### config.mk
export PLATFORM = sky130hd
export DESIGN_NAME = ebp_top
export DESIGN_NICKNAME = d
export VERILOG_FILES = /design/src/include/ebp_pkg.sv /design/src/core/ebp_top.sv /design/src/core/ebp_deadband.sv
export SDC_FILE = /design/constraint.sdc
export NUM_CORES = 1
export LEC_CHECK = 0
export ABC_AREA = 1
export BUFFER_PORTS_ARGS = -buffer_cell sky130_fd_sc_hd__buf_2
export CORE_UTILIZATION = 60
export CTS_CLUSTER_DIAMETER = 50
export DETAILED_ROUTE_END_ITERATION = 8
export GPL_TIMING_DRIVEN = 0
export MAX_ROUTING_LAYER = met4
export PLACE_DENSITY = 0.79
export SLEW_MARGIN = 20
export SYNTH_ARGS = -nofsm -noshare
export SYNTH_HDL_FRONTEND = slang
export SYNTH_SLANG_ARGS = --single-unit
### constraint.sdc
create_clock -name core_clk -period 2.8 [get_ports core_clk]
set_clock_uncertainty 0.1 [all_clocks]
set_input_delay 0 -clock core_clk [delete_from_list [all_inputs] [get_ports core_clk]]
set_output_delay 0 -clock core_clk [all_outputs]
set_load 0.02 [all_outputs]
### src/include/ebp_pkg.sv
// Shared constants and carrier types for the enhanced bridge PWM block.
package ebp_pkg;

   // Register addresses on the plain register port.
   localparam logic [3:0] ADDR_CTRL = 4'h0;
   localparam logic [3:0] ADDR_DUTY = 4'h1;
   localparam logic [3:0] ADDR_PERIOD = 4'h2;
   localparam logic [3:0] ADDR_TCTRL = 4'h3;
   localparam logic [3:0] ADDR_TIMER = 4'h4;
   localparam logic [3:0] ADDR_DELAY = 4'h5;
   localparam logic [3:0] ADDR_SHUT = 4'h6;
   localparam logic [3:0] ADDR_FLAG1 = 4'h7;
   localparam logic [3:0] ADDR_FLAG2 = 4'h8;
   localparam logic [3:0] ADDR_PINDIR = 4'h9;

   // Field positions inside the registers.
   localparam int CTRL_CFG_HI = 7;
   localparam int CTRL_CFG_LO = 6;
   localparam int CTRL_DIR_BIT = 7;
   localparam int CTRL_DLSB_HI = 5;
   localparam int CTRL_DLSB_LO = 4;
   localparam int TCTRL_ON_BIT = 2;
   localparam int DELAY_RESTART_BIT = 7;
   localparam int SHUT_EVENT_BIT = 7;
   localparam int SHUT_SRC_LO = 4;
   localparam int SHUT_AC_LO = 2;
   localparam int SHUT_BD_LO = 0;
   localparam int FLAG1_TIMER_BIT = 1;
   localparam int FLAG2_OSCFAIL_BIT = 7;

   // Values after reset.
   localparam logic [7:0] RST_ZERO = 8'h00;
   localparam logic [7:0] RST_PERIOD = 8'hff;
   localparam logic [3:0] RST_PINDIR = 4'hf;

   // Output configuration encodings.
   localparam logic [1:0] CFG_SINGLE = 2'h0;
   localparam logic [1:0] CFG_FWD = 2'h1;
   localparam logic [1:0] CFG_HALF = 2'h2;
   localparam logic [1:0] CFG_REV = 2'h3;

   // Timing: one core clock is one oscillator period.
   localparam int CLK_NS = 10;
   localparam int TOSC_NS = 10;
   localparam int LEAD_TOSC = 4;
   localparam int LEAD_NS = LEAD_TOSC * TOSC_NS;
   localparam int LEAD_CYC = (LEAD_NS + CLK_NS - 1) / CLK_NS;
   localparam int PRESCALE_MID = 4;
   localparam int PRESCALE_MAX = 16;
   localparam logic [5:0] PRE_LAST_1 = 6'(LEAD_CYC - 1);
   localparam logic [5:0] PRE_LAST_4 = 6'(LEAD_CYC * PRESCALE_MID - 1);
   localparam logic [5:0] PRE_LAST_16 = 6'(LEAD_CYC * PRESCALE_MAX - 1);

   // Register port request.
   typedef struct packed {
      logic [3:0] addr;
      logic [7:0] wdata;
      logic wr;
      logic rd;
   } ebp_bus_t;

   // Bridge pin drive: level and output enable per pin, a..d as 0..3.
   typedef struct packed {
      logic [3:0] lvl;
      logic [3:0] oe;
   } ebp_pins_t;

   // State of the dead-band delay stage.
   typedef struct packed {
      logic [6:0] cnt;
      logic out;
   } ebp_db_t;

   // State of the main block.
   typedef struct packed {
      logic [7:0] ctrl;
      logic [7:0] duty;
      logic [7:0] period;
      logic [2:0] tctrl;
      logic [7:0] delay;
      logic [7:0] shut;
      logic timerFlag;
      logic oscFailFlag;
      logic [3:0] pinDir;
      logic [7:0] timer;
      logic [5:0] pre;
      logic [9:0] dutyLat;
      logic [1:0] cfg;
      logic [3:0] syncA;
      logic [3:0] syncB;
      logic oscMode;
      logic [7:0] rdata;
      logic [3:0] pinLvl;
      logic [3:0] pinOe;
   } ebp_state_t;

endpackage

### src/core/ebp_top.sv
`timescale 1ns/10ps
// Behaviour
// - Direction bit picks forward or reverse drive.
// - New direction takes effect next PWM cycle.
// - Lead switch happens 4 Tosc times prescale early.
// - Prescale 1, 4 or 16 from 2-bit field.
// - Modulated outputs stay inactive during lead.
// - Active pair off, opposite unmodulated output on.
// - Full bridge has no dead band.
// - Half bridge dead band from bits 6:0.
// - Bit 7 of delay register enables restart.
// - Source field picks fault or comparators.
// - Two 2-bit fields set shutdown pin states.
// - Period register sets PWM period.
// - Duty is duty register plus two bits.
// - Config field and polarity field shape outputs.
// - Timer runs when on; flag at period end.
// - Sleep freezes timer, state and pin levels.
// - Block simply runs on whatever clock arrives.
// - Clock failure sets flag, internal oscillator mode.
// - Reset makes pins inputs, registers defaults.
module ebp_top (
   // Clock and reset.
   input wire logic core_clk,
   input wire logic rst,
   // Register port.
   input wire ebp_pkg::ebp_bus_t bus,
   output logic [7:0] rdata,
   // Shutdown sources from outside the clock domain.
   input wire logic faultPin_n,
   input wire logic cmp1Out,
   input wire logic cmp2Out,
   // Power management.
   input wire logic sleepReq,
   input wire logic clkFail,
   output logic intOscMode,
   // Bridge pins.
   output ebp_pkg::ebp_pins_t pins
);

   ebp_pkg::ebp_state_t st_q; // Registered state.
   ebp_pkg::ebp_state_t st_d; // Next state.

   logic dbA; // Dead-banded drive for output a.
   logic dbB; // Dead-banded drive for output b.

   // Last prescaler count of one timer step for the prescale field.
   function automatic logic [5:0] preLast(input logic [1:0] ps);
      case (ps)
         2'h0: preLast = ebp_pkg::PRE_LAST_1;
         2'h1: preLast = ebp_pkg::PRE_LAST_4;
         default: preLast = ebp_pkg::PRE_LAST_16;
      endcase
   endfunction

   // Two low bits of the 10-bit count, taken from the prescaler.
   function automatic logic [1:0] fineBits(input logic [5:0] pre,
                                           input logic [1:0] ps);
      case (ps)
         2'h0: fineBits = pre[1:0];
         2'h1: fineBits = pre[3:2];
         default: fineBits = pre[5:4];
      endcase
   endfunction

   // True for either full-bridge configuration.
   function automatic logic isFull(input logic [1:0] cfg);
      isFull = (cfg == ebp_pkg::CFG_FWD) || (cfg == ebp_pkg::CFG_REV);
   endfunction

   // Drive level for a shutdown state field; 1x means released.
   function automatic logic shutLvl(input logic [1:0] f);
      shutLvl = (f == 2'h1);
   endfunction

   // Combinational views of the registered state.
   logic timerOn; // Period timer is running.
   logic [1:0] psField; // Prescale selector.
   logic [1:0] newCfg; // Configuration software asked for.
   logic stepEnd; // Last prescaler count of a timer step.
   logic periodEnd; // Last clock of the PWM period.
   logic leadPhase; // Direction change lead window.
   logic modAct; // Modulated output active.
   logic srcActive; // Selected shutdown source asserted.
   logic [2:0] srcSel; // Shutdown source selection.
   logic faultAct; // Fault pin asserted, after sync.
   logic halfMode; // Half bridge in effect.

   always_comb begin
      timerOn = st_q.tctrl[ebp_pkg::TCTRL_ON_BIT];
      psField = st_q.tctrl[1:0];
      newCfg = st_q.ctrl[ebp_pkg::CTRL_CFG_HI:ebp_pkg::CTRL_CFG_LO];
      stepEnd = timerOn && (st_q.pre >= preLast(psField));
      periodEnd = stepEnd && (st_q.timer == st_q.period);
      // The final timer step lasts 4 Tosc times prescale, so the lead
      // window is the whole step in which the timer equals the period.
      leadPhase = timerOn && (st_q.timer == st_q.period)
                  && isFull(st_q.cfg) && isFull(newCfg)
                  && (newCfg[1] != st_q.cfg[1]);
      modAct = {st_q.timer, fineBits(st_q.pre, psField)}
               < st_q.dutyLat;
      srcSel = st_q.shut[ebp_pkg::SHUT_SRC_LO +: 3];
      faultAct = !st_q.syncB[0];
      srcActive = (srcSel[2] && faultAct)
                  || (srcSel[0] && st_q.syncB[1])
                  || (srcSel[1] && st_q.syncB[2])
                  || (srcSel == 3'h3 && (st_q.syncB[1]
                                         || st_q.syncB[2]));
      halfMode = (st_q.cfg == ebp_pkg::CFG_HALF);
   end

   // Dead band for the non-inverted half-bridge output.
   ebp_deadband #(
      .DW(7)
   ) u_dbA (
      .core_clk(core_clk),
      .rst(rst),
      .hold(sleepReq),
      .delay(st_q.delay[6:0]),
      .sigIn(halfMode && modAct),
      .sigOut(dbA)
   );

   // Dead band for the complementary half-bridge output.
   ebp_deadband #(
      .DW(7)
   ) u_dbB (
      .core_clk(core_clk),
      .rst(rst),
      .hold(sleepReq),
      .delay(st_q.delay[6:0]),
      .sigIn(halfMode && !modAct),
      .sigOut(dbB)
   );

   // Next-state logic: timer, register writes, flags, shutdown, pins.
   always_comb begin
      logic [3:0] act;
      logic [3:0] lvl;
      logic [3:0] rel;
      logic shutNow;
      act = '0;
      lvl = '0;
      rel = '0;
      shutNow = 1'b0;
      st_d = st_q;
      st_d.rdata = '0;

      // Pin inputs pass two flip-flops; only the second stage is used.
      st_d.syncA = {clkFail, cmp2Out, cmp1Out, faultPin_n};
      st_d.syncB = st_q.syncA;

      // Reads answer in the next cycle, also during sleep.
      if (bus.rd) begin
         case (bus.addr)
            ebp_pkg::ADDR_CTRL: st_d.rdata = st_q.ctrl;
            ebp_pkg::ADDR_DUTY: st_d.rdata = st_q.duty;
            ebp_pkg::ADDR_PERIOD: st_d.rdata = st_q.period;
            ebp_pkg::ADDR_TCTRL: st_d.rdata = {5'h00, st_q.tctrl};
            ebp_pkg::ADDR_TIMER: st_d.rdata = st_q.timer;
            ebp_pkg::ADDR_DELAY: st_d.rdata = st_q.delay;
            ebp_pkg::ADDR_SHUT: st_d.rdata = st_q.shut;
            ebp_pkg::ADDR_FLAG1: begin
               st_d.rdata[ebp_pkg::FLAG1_TIMER_BIT] = st_q.timerFlag;
            end
            ebp_pkg::ADDR_FLAG2: begin
               st_d.rdata[ebp_pkg::FLAG2_OSCFAIL_BIT] = st_q.oscFailFlag;
            end
            ebp_pkg::ADDR_PINDIR: st_d.rdata = {4'h0, st_q.pinDir};
            default: st_d.rdata = '0;
         endcase
      end

      // In sleep nothing but the synchronisers and read data moves.
      if (!sleepReq) begin
         // Software writes come first so hardware sets win below.
         if (bus.wr) begin
            case (bus.addr)
               ebp_pkg::ADDR_CTRL: st_d.ctrl = bus.wdata;
               ebp_pkg::ADDR_DUTY: st_d.duty = bus.wdata;
               ebp_pkg::ADDR_PERIOD: st_d.period = bus.wdata;
               ebp_pkg::ADDR_TCTRL: st_d.tctrl = bus.wdata[2:0];
               ebp_pkg::ADDR_DELAY: st_d.delay = bus.wdata;
               ebp_pkg::ADDR_SHUT: st_d.shut = bus.wdata;
               ebp_pkg::ADDR_FLAG1: begin
                  st_d.timerFlag = bus.wdata[ebp_pkg::FLAG1_TIMER_BIT];
               end
               ebp_pkg::ADDR_FLAG2: begin
                  st_d.oscFailFlag =
                     bus.wdata[ebp_pkg::FLAG2_OSCFAIL_BIT];
               end
               ebp_pkg::ADDR_PINDIR: st_d.pinDir = bus.wdata[3:0];
               default: st_d.ctrl = st_d.ctrl;
            endcase
         end

         // Period timer: prescaler steps every clock while on.
         if (timerOn) begin
            if (stepEnd) begin
               st_d.pre = '0;
               st_d.timer = st_q.timer + 8'h01;
            end else begin
               st_d.pre = st_q.pre + 6'h01;
            end
            if (periodEnd) begin
               st_d.timer = '0;
               st_d.timerFlag = 1'b1;
               st_d.dutyLat = {st_q.duty,
                  st_q.ctrl[ebp_pkg::CTRL_DLSB_HI:
                            ebp_pkg::CTRL_DLSB_LO]};
               st_d.cfg = newCfg;
            end
         end else begin
            // A stopped timer keeps its count; the config follows at once
            // because no cycle is running to wait for.
            st_d.pre = '0;
            st_d.cfg = newCfg;
         end

         // Clock monitor failure: flag and internal oscillator mode.
         if (st_q.syncB[3]) begin
            st_d.oscFailFlag = 1'b1;
            st_d.oscMode = 1'b1;
         end

         // Shutdown event: set by the source, set wins over clear.
         if (srcActive) begin
            st_d.shut[ebp_pkg::SHUT_EVENT_BIT] = 1'b1;
         end else if (periodEnd
                      && st_q.delay[ebp_pkg::DELAY_RESTART_BIT]) begin
            st_d.shut[ebp_pkg::SHUT_EVENT_BIT] = 1'b0;
         end
         shutNow = st_q.shut[ebp_pkg::SHUT_EVENT_BIT];

         // Active levels of outputs a..d before polarity.
         case (st_q.cfg)
            ebp_pkg::CFG_SINGLE: begin
               act[0] = modAct;
            end
            ebp_pkg::CFG_FWD: begin
               // Forward: a on, d modulated, no dead band.
               act[0] = !leadPhase;
               act[2] = leadPhase;
               act[3] = modAct && !leadPhase;
            end
            ebp_pkg::CFG_REV: begin
               // Reverse: c on, b modulated, no dead band.
               act[2] = !leadPhase;
               act[0] = leadPhase;
               act[1] = modAct && !leadPhase;
            end
            ebp_pkg::CFG_HALF: begin
               act[0] = dbA;
               act[1] = dbB;
            end
            default: act = '0;
         endcase

         // Polarity: bit 1 inverts a and c, bit 0 inverts b and d.
         if (st_q.ctrl[3:2] == 2'h3) begin
            lvl[0] = act[0] ^ st_q.ctrl[1];
            lvl[2] = act[2] ^ st_q.ctrl[1];
            lvl[1] = act[1] ^ st_q.ctrl[0];
            lvl[3] = act[3] ^ st_q.ctrl[0];
         end

         // Shutdown overrides the pins with the programmed states.
         if (shutNow) begin
            lvl[0] = shutLvl(st_q.shut[ebp_pkg::SHUT_AC_LO +: 2]);
            lvl[2] = lvl[0];
            lvl[1] = shutLvl(st_q.shut[ebp_pkg::SHUT_BD_LO +: 2]);
            lvl[3] = lvl[1];
            rel[0] = st_q.shut[ebp_pkg::SHUT_AC_LO + 1];
            rel[2] = rel[0];
            rel[1] = st_q.shut[ebp_pkg::SHUT_BD_LO + 1];
            rel[3] = rel[1];
         end

         st_d.pinLvl = lvl;
         // A pin drives only when its direction bit makes it an output.
         st_d.pinOe = ~st_q.pinDir & ~rel;
      end
   end

   // State register; reset puts every pin back to input.
   always_ff @(posedge core_clk) begin
      if (rst) begin
         st_q <= '0;
         st_q.period <= ebp_pkg::RST_PERIOD;
         st_q.pinDir <= ebp_pkg::RST_PINDIR;
         st_q.syncA <= 4'h1;
         st_q.syncB <= 4'h1;
      end else begin
         st_q <= st_d;
      end
   end

   // Outputs straight from flip-flops.
   assign rdata = st_q.rdata;
   assign intOscMode = st_q.oscMode;
   assign pins.lvl = st_q.pinLvl;
   assign pins.oe = st_q.pinOe;

endmodule

### src/core/ebp_deadband.sv
`timescale 1ns/10ps
// Dead-band stage: the output follows a falling input at once and a
// rising input only after it has stayed high for the delay count.
module ebp_deadband #(
   parameter int DW = 7
) (
   // Clock and reset.
   input wire logic core_clk,
   input wire logic rst,
   // Control.
   input wire logic hold,
   input wire logic [DW-1:0] delay,
   // Signal path.
   input wire logic sigIn,
   output logic sigOut
);

   ebp_pkg::ebp_db_t st_q; // Registered state.
   ebp_pkg::ebp_db_t st_d; // Next state.

   // Count high time and release the output once the delay has passed.
   always_comb begin
      st_d = st_q;
      if (hold) begin
         st_d = st_q;
      end else if (!sigIn) begin
         st_d.cnt = '0;
         st_d.out = 1'b0;
      end else if (st_q.cnt >= 7'(delay)) begin
         st_d.out = 1'b1;
      end else begin
         st_d.cnt = st_q.cnt + 7'h01;
      end
   end

   // State register.
   always_ff @(posedge core_clk) begin
      if (rst) begin
         st_q <= '0;
      end else begin
         st_q <= st_d;
      end
   end

   assign sigOut = st_q.out;

endmodule

* Yosys cells after proc, flatten, opt, wreduce, memory -nomap -nowiden
Index checks and enable logic that the tools add are counted.
W data, S select, Z words.
** Operators by class
- Add/sub/neg operators :: 4
- Order comparisons :: 4
- Equality and inequality tests :: 26
- Muxes and demuxes :: 40
- Bitwise operators :: 9
- Reduce and logical (&&, ||, !) cells :: 49
** Operators by type and width (count)
- $mux W8 :: 5
- $pmux W5 S8 :: 1
- $reduce_and A3 Y1 :: 11
- $mux W4 :: 5
- $eq A4 B3 Y1 const B :: 4
- $add A7 B1 Y7 const B :: 2
- $ge A7 B7 Y1 :: 2
- $logic_and A1 B1 Y1 :: 14
- $mux W1 :: 14
- $mux W14 :: 1
- $mux W7 :: 2
- $mux W6 :: 2
- $pmux W6 S2 :: 1
- $reduce_and A2 Y1 :: 6
- $eq A2 B1 Y1 const B :: 5
- $lt A10 B10 Y1 :: 1
- $pmux W1 S9 :: 1
- $add A8 B1 Y8 const B :: 1
- $eq A2 B2 Y1 const B :: 4
- $eq A4 B2 Y1 const B :: 2
- $eq A4 B4 Y1 const B :: 2
- $eq A8 B8 Y1 :: 1
- $ne A2 B2 Y1 const B :: 4
- $not A4 Y4 :: 2
- 22 further kinds :: 39
** Word-level totals
- Register bits after elaboration :: 116
- Input port bits :: 21
- Output and inout port bits :: 17
- Word-level logic and storage cells :: 156

* Logic depth before layout (Yosys ltp)
Gate-level depths: netlist (run 1).
- Depth in word-level cells :: 12
- Gate-level depth with buffers :: 14
- Mapped depth without buffers :: 14

* Hierarchy
A second synthesis (run 1) with hierarchy kept.
** Second synthesis, totals
- Cell total of the unflattened synthesis :: 915
- Area, all modules :: 6328.6 um^2
** By module, submodules not included
- ebp_top :: instances 1, cells each 713, area each 4987.3 um^2, seq. area each 2001.9 um^2
- ebp_deadband :: instances 2, cells each 101, area each 670.6 um^2, seq. area each 160.2 um^2

* Least setup slack after synthesis (run 1)
Ideal clock, no wire load.
- Kind :: register to register
- Start :: reg st_q (netlist bit psField[1])
- End :: reg u_dbA.st_q[3] (netlist name)
- Library setup time :: 0.115 ns
- Arrival :: 1.731 ns
- Data required time :: 2.585 ns
- Slack :: 0.854 ns
- Stages on the path, launching flop included :: 14
- Path buffers :: 0
- Clock period less this slack :: 1.946 ns
- Path through :: dfxtp_1 -> nor3_1 -> a211oi_1 -> ha_1 -> nand2_1 -> nand2_2 -> nand2_4 -> nand3_4 -> nand2_2 -> inv_2 -> nor2_8 -> inv_2 -> o21ai_1 -> nor2_1
** On the way
- Cells in the longest elaborated chain, start to end :: 6
- Elaborated cells on any way between the ends :: 8
- Classes of those cells :: order compare (1); eq/ne (2); mux (2); reduce/logical (3)
** Ends and longest elaborated chain
- from (decl) :: RTL line ebp_top.sv:41 : ebp_pkg::ebp_state_t st_q;
- from (signal assigned) :: RTL line ebp_top.sv:294 : st_q <= st_d;
- $eq A2 B1 Y1 or $logic_not A2 Y1 (tied branches) :: RTL line ebp_top.sv:59 : case (ps)
- $pmux W2 S2 * :: RTL line ebp_top.sv:59
- $lt A10 B10 Y1 * :: RTL line ebp_top.sv:101 : < st_q.dutyLat;
- $logic_and A1 B1 Y1 * :: RTL line ebp_top.sv:120 : .sigIn(halfMode && modAct),
- $ne A2 B2 Y1 (no line)
- $reduce_and A2 Y1 (no line)
- to (signal assigned) :: RTL line ebp_deadband.sv:41 : st_q <= st_d;
- to (decl) :: RTL line ebp_deadband.sv:18 : ebp_pkg::ebp_db_t st_q;
Mark *: on every way between the ends. The rest lies on a longest branch, timed or not.
A chain may end at the register's enable or synchronous reset.

* Final worst setup path (run 1)
- Start :: reg st_q[49] (netlist name)
- End :: reg st_q[56] (netlist name)
** On the way
- Cells in the longest elaborated chain, start to end :: 4
** Ends and longest elaborated chain
- $eq A8 B8 Y1 :: RTL line ebp_top.sv:94 : periodEnd = stepEnd && (st_q.timer == st_q.period);
- $logic_and A1 B1 Y1 :: RTL line ebp_top.sv:94
- $mux W1 :: RTL line ebp_top.sv:205 : if (periodEnd) begin
- $mux W1 :: RTL line ebp_top.sv:198 : if (timerOn) begin
Every way passes these cells.

==> summary.md, run 1 <==
| Metric | Value |
|---|---|
| Sw power | 1.01 mW |
| Crit end category | flip-flop |
| Design Power | 4.03 mW |
| Crit path arrival time | 3010 ps |
| Worst Tran Pin Value | 673 ps |
| Routed length per instance | 17.4 µm |
| Initial Util | 62.2% |
| Die ar. | 0.0105 mm² |
| Pwr dens | 556 mW/mm² |
| Worst Reg-to-Reg Cells | 9 |
| Worst skew pair latency | 530 ps |
| Worst VDD drop | 0.406 mV |
| Switching share of power | 25.1% |
| Setup CP Type | flip-flop to flip-flop |
| Final Max Tran Viols | 0 |
| Share of post-route cells with drive strength above 1 | 13.0% |
| Hold Crit Depth | 3 |
| Sequential Power Share | 42.1% |
| Synth top area cells | dfxtp_1 38%, a21oi_1 9.1%, nand2_1 8.7%, inv_1 6.5%, ha_1 6.0% |
| Final Hold Fails | 0 |
| Worst slew margin | 55.1% |
| Post-synth ARST share | 0% |
| Worst Hold Class | primary input to flip-flop |
| Status | completed |
| Drt pass-1 iters | 6 |
| Avg Inst Size Synth | 7.24 µm² |
| YS warnings | 0 |
| Core Util, Final | 74.2% |
| Worst EP required | 3170 ps |
| Clock share of power | 50.7% |
| Cell with the most instances after synthesis | nand2_1 |
| FF-to-FF setup slack | 160 ps |
| Core Region | 0.00977 mm² |
| Synthesis-to-layout area growth | 19.3% |
| Vias in the first global route | 5772 |
| Clock net sink count | 116 |
| Reg2reg end | st_q[56] |
| First-pass GRT wire length | 29100 µm |
| Clk buf depth | 2 |
| Non-Filler Instances | 1066 |
| Final Cycle Share | 94.4% |
| CTS clk-pin slew, worst paths | 60 ps |
| EDFF count, synth | 0 |
| Final setup viols | 0 |
| Die W | 103 µm |
| Clock period minus worst slack | 2640 ps |
| F_max | 378 MHz |
| Top-area cell type share of the netlist area | 38.2% |
| GRT overflow | 0 |
| Combinational fraction of design power | 7.2% |
| Setup Buffers After CTS | 0 |
| Share of synthesized area occupied by flip-flops and latches | 38.2% |
| Row cnt | 36 |
| Fillers | 771 |
| Gr usage total | 39.0% |
| Int Pwr | 3.02 mW |
| Routability congestion estimate | 0.980 |
| Die H | 103 µm |
| ANT cells | 0 |
| Initial antenna violation count | 0 |
| Hold wc startpoint | faultPin_n |
| Vias per Instance | 5.75 |
| TritonCTS clock tree | done |
| Residual DRC count | 0 |
| Synth cell count leaders | 141 x nand2_1, 116 x dfxtp_1, 110 x a21oi_1 |
| Placed cell area | 0.00642 mm² |
| Unique masters post-synth | 43 |
| Final wirelength | 18600 µm |
| LEAKAGE | 3.10 nW |
| Clk root buf | clkbuf_8 |
| Post-synth top flop | dfxtp_1 |
| Via count | 6129 |
| Placed cell count | 1007 |
| Total Neg Setup Slack | 0 ps |
| Cell area after synthesis | 0.00608 mm² |
| #FFs+latches synth | 116 |
| Dpl ws | 393 ps |
| Max-Cap Viols | 0 |
| Setup crit start kind | flip-flop |
| Num CTS Buffers | 17 |
| Final HPWL DP | 13500 µm |
| Synth Instances | 839 |
| Crit Path Max Fanout | 6 |
| FF-to-FF Start | st_q[49] |
| Ports | 38 |
| Post-synthesis net count | 889 |
| Min Hold Slack | 101 ps |
| Design area | 0.00725 mm² |
| Hold path endpoint | st_d[17] |
| Largest area contributor in the netlist | dfxtp_1 |
| NumNets Final | 970 |
| I/O Buffers | 35 |
| Iter 0 DRT Violations | 562 |
| RSZ-0062 raised after global routing | no |
| Final antenna-violating net count | 0 |
| H-tree lvl count | 4 |
| Largest net degree at the start of global routing | 17 |
| Final worst slack | 156 ps |
==> cell families (layout without fill, tap and decap cells) <==
family	after synthesis	after routing	synth area share, %
AND/OR/NAND/NOR	307	307	23.0
AO/OA/AOI/OAI	217	217	19.5
buffers and inverters	152	246	10.7
flip-flops	116	116	38.2
adder cells (fa/ha/maj)	29	29	5.97
XOR/XNOR	18	18	2.59
==> flip-flops by register name, summed over array words and instances (netlist names) <==
| signal | flops |
|---|---|
| u_dbA.st_q | 7 |
| psField | 2 |
| srcSel | 3 |
| st_q | 72 |
| st_d | 4 |
| u_dbA.sigOut | 1 |
| u_dbB.st_q | 7 |
| pins | 8 |
| intOscMode | 1 |
| rdata | 8 |
| u_dbB.sigOut | 1 |
| newCfg | 2 |
==> what timing repair did <==
| item | CTS | global route |
|---|---|---|
| resized for setup | 0 | 1 |
| endpoints found under the setup margin | 0 | 1 |
| hold endpoints to repair | 80 | 0 |
| hold buffers | 27 | 0 |
==> per-layer routing <==
metal  routed length [µm]  track usage [%]  vias up
li1                     -                -     2945
met1                 7410             45.9     2793
met2                 8550             60.3      309
met3                 1610             9.29       82
met4                 1030             23.3        0
met5                    0                -        -
==> worst max-delay path by stage <==
stage / from / to / depth (start not counted)
detailed placement: st_q[48] / u_dbA.st_q[4] / 11
global placement: st_q[48] / u_dbA.st_q[3] / 11
floorplan: psField[1] / u_dbA.st_q[3] / 13
global route: st_q[49] / st_q[56] / 9
finish: st_q[49] / st_q[56] / 9
CTS: psField[1] / st_q[56] / 9
==> worst max-delay path, stage by stage, from the launching register on <==
cell           delay, ps
dfxtp_1              520
inv_1                110
nand2_1               80
nand2_1               50
nor2_1               190
nand2_1              100
nor2_2               320
nand3_1              340
a31oi_1              220
dlygate4sd3_1        570
==> final cells by class <==
cell class	count	area [µm²]	share of cell area, %
multi-input combinational	571	3100	42.8
sequential	116	2320	32.0
clock buffer	20	455	6.28
timing repair buffer	62	445	6.14
inverter	112	420	5.80
buffer	40	230	3.18
tap	133	166	2.30
clock inverter	12	106	1.47
==> cells in the final DEF, fill, tap and decap left out, types with 2 or more instances in the layout <==
cell	instances
nor3_1	6
xor2_1	14
a31oi_1	4
o22ai_1	9
nand3b_1	3
clkbuf_16	16
or2_2	3
dfxtp_1	115
inv_2	5
nand2_1	141
ha_1	29
clkinv_4	3
nand2_4	2
clkinv_2	4
xnor2_1	4
nor3b_1	2
buf_2	41
o21a_1	3
nor2_1	74
nand2_2	5
a211oi_1	4
clkinvlp_4	4
nor2_2	5
buf_4	17
a221oi_1	8
nand3_1	44
o21ai_0	62
inv_1	106
a21oi_1	110
o21ai_1	9
clkbuf_1	14
o211ai_1	5
nand4_1	15
clkbuf_8	4
dlygate4sd3_1	27
==> power by group through the flow <==
| stage | combinational (mW) | sequential (mW) | clock [mW] |
|---|---|---|---|
| 3_3_place_gp | 0.247 | 1.73 | 0 |
| 5_1_grt | 0.312 | 1.70 | 2.13 |
| 4_1_cts | 0.281 | 1.70 | 2.05 |
| 3_5_place_dp | 0.253 | 1.73 | 0 |
| 6_report | 0.290 | 1.70 | 2.04 |
| 2_1_floorplan | 0.161 | 1.73 | 0 |
Power figures use the tool's default switching activity.
==> inputs of run 2 (changes only) <==
Settings changed: CORE_ASPECT_RATIO set to 0.7.
==> run 2 against run 1 <==
  * Maximum frequency decreased by 1.2%
  * Sequential share of layout area shrank 0.072 points
  * Global-route usage rose by 0.85 points
  * Register-to-register slack got worse by 30 ps
  * Critical path depth is the same
  * Total power rose by 6.4%
  * Wire length grew 5.2%
  * Design area grew 0.22%
  * Via count grew 2.8%
  * Cell count fell by 0.84%
  * Clock-buffer cell count is 2 lower
==> summary.md, run 2 (synthesis gave the netlist of run 1 again) <==
| Metric | Value |
|---|---|
| NumNets Final | 966 (-0.41%) |
| Via count | 6303 (+2.8%) |
| Final HPWL DP | 14100 µm (+4.0%) |
| Worst skew pair latency | 420 ps (-110 ps) |
| I/O Buffers | 35 (unchanged) |
| Vias per Instance | 5.96 (+3.7%) |
| CTS clk-pin slew, worst paths | 60 ps (about the same) |
| Crit end category | flip-flop |
| Initial antenna violation count | 0 (unchanged) |
| Row cnt | 30 (-17%) |
| Die H | 86.2 µm (-16%) |
| Final wirelength | 19600 µm (+5.2%) |
| Synthesis-to-layout area growth | 19.6% |
| Worst EP required | 3050 ps (-120 ps) |
| Biggest register | st_q |
| Worst VDD drop | 0.470 mV (+16%) |
| Ports | 38 (unchanged) |
| CP max stage delay | 590 ps (+20 ps) |
| Final Max Tran Viols | 0 (unchanged) |
| Max-Cap Viols | 0 (unchanged) |
| Met1 Use GR | 55.3% (+9.4 points) |
| GRT overflow | 0 (unchanged) |
| Crit Path Max Fanout | 7 (+1) |
| Gr usage total | 39.8% (+0.85 points) |
| Clk root buf | clkbuf_16 |
| Crit path arrival time | 2930 ps (-80 ps) |
| Worst Path Buf+Inv | 3 (+1) |
| Hold wc startpoint | bus[10] |
| Die ar. | 0.0105 mm² (about the same) |
| Largest net degree at the start of global routing | 17 (unchanged) |
| Vias in the first global route | 5769 (-0.052%) |
| Residual DRC count | 0 (unchanged) |
| Die W | 122 µm (+19%) |
| FF-to-FF Start | psField[1] |
| First-pass GRT wire length | 30100 µm (+3.4%) |
| Core Region | 0.00976 mm² (-0.15%) |
| Total Neg Setup Slack | 0 ps (unchanged) |
| Grt met3 use | 10.9% (+1.6 points) |
| Final Cycle Share | 95.5% (+1.1 points) |
| Num CTS Buffers | 17 (unchanged) |
| Worst Hold Class | primary input to flip-flop |
| Clock period minus worst slack | 2680 ps (+31.1 ps) |
| LEAKAGE | 3.11 nW (+0.32%) |
| Iter 0 DRT Violations | 891 (+59%) |
| Crit path cell chain | inv_2 -> ha_1 -> nand2_1 -> inv_1 -> nand4_1 -> nand2_2 -> nand3_1 -> a31oi_1 -> dlygate4sd3_1 |
| Grt met2 use | 54.6% (-5.6 points) |
| Fillers | 744 (-3.5%) |
| Share of post-route cells with drive strength above 1 | 13.0% (+0.056 points) |
| Setup CP Type | flip-flop to flip-flop |
| H-tree lvl count | 4 (unchanged) |
| Final worst slack | 125 ps (-31.1 ps) |
| Setup Buffers After CTS | 0 (unchanged) |
| Final Hold Fails | 0 (unchanged) |
| Dpl ws | 411 ps (+17.2 ps) |
| Design Power | 4.29 mW (+6.4%) |
| Routed length per instance | 18.5 µm (+6.1%) |
| TritonCTS clock tree | done |
| Final antenna-violating net count | 0 (unchanged) |
| Most frequent cells in the layout | 141 x nand2_1, 115 x dfxtp_1, 110 x a21oi_1, 106 x inv_1, 74 x nor2_1 |
| Top delay family on crit path | simple AND/OR/NAND/NOR gates |
| Clk buf depth | 2 (unchanged) |
| Routability congestion estimate | 1.02 (+4.2%) |
| Pwr dens | 591 mW/mm² (+6.2%) |
| Setup crit start kind | flip-flop |
| RSZ-0062 raised after global routing | no |
| Worst Tran Pin Value | 732 ps (+58.1 ps) |
| GR peak layer | met1 |
| Number of flip-flops in the largest register | 72 (unchanged) |
| Most common cell after layout, fill and taps aside | nand2_1 |
| F_max | 374 MHz (-1.2%) |
| Status | completed |
| Drt pass-1 iters | 5 (-1) |
| Initial Util | 62.3% (+0.096 points) |
| Worst slew margin | 51.2% (-3.9 points) |
| ANT cells | 0 (unchanged) |
| Final setup viols | 0 (unchanged) |
| Worst path slowest cell | dlygate4sd3_1 |
| Clock net sink count | 116 (unchanged) |
| Crit. Startpoint | psField[1] |
==> run 2: path summary, 6_finish.rpt <==
check | end | slack [ps] | cells past startpoint
worst max register to register | st_q[56] | 120 | 9
worst max-delay path | st_q[56] | 120 | 9
worst min-delay path | st_q[90] | 90 | 5
worst min register to register | st_q[18] | 300 | 2
==> run 2: repair_timing <==
item,in CTS,in global routing
gates resized for setup,0,1
hold endpoints to repair,73,0
setup endpoints to repair,0,1
hold buffers,23,0
==> run 2: cell type report <==
class                      count  area, µm²  area share [%]
clock inverter                14        185            2.55
inverter                     112        420            5.79
sequential                   116       2320            32.0
timing repair buffer          58        405            5.58
clock buffer                  18        439            6.04
multi-input combinational    571       3100            42.7
tap                          128        160            2.20
buffer                        40        230            3.17
==> run 2: worst register-to-register path: stages, from the launching register on <==
cell           delay [ps]
dfxtp_2               460
inv_2                 100
ha_1                  320
nand2_1                70
inv_1                  50
nand4_1               130
nand2_2               250
nand3_1               320
a31oi_1               230
dlygate4sd3_1         590
==> run 2: through the flow <==
step / cell area [µm²] / std cells / hold slack, ps / util, %
after global routing: 7270 / 1057 / 121 / 74.5
after detailed placement: 6410 / 1002 / 83.6 / 65.7
after CTS: 7270 / 1057 / 56.8 / 74.4
final: 7270 / 1057 / 91.3 / 74.5
after global placement: 6410 / 1002 / 82.5 / 65.7
after floorplan: 6080 / 839 / 3.81 / -
==> run 2: power by group <==
group / switching (mW) / internal (mW)
combinational: 0.195 / 0.0986
sequential: 0.0214 / 1.68
clock: 0.796 / 1.50
total: 1.01 / 3.28
==> run 2: layer usage <==
| metal | vias to the layer above | wire, µm |
|---|---|---|
| met3 | 64 | 2620 |
| met2 | 440 | 7830 |
| met4 | 0 | 610 |
| met5 | - | 0 |
| met1 | 2849 | 8510 |
| li1 | 2950 | - |
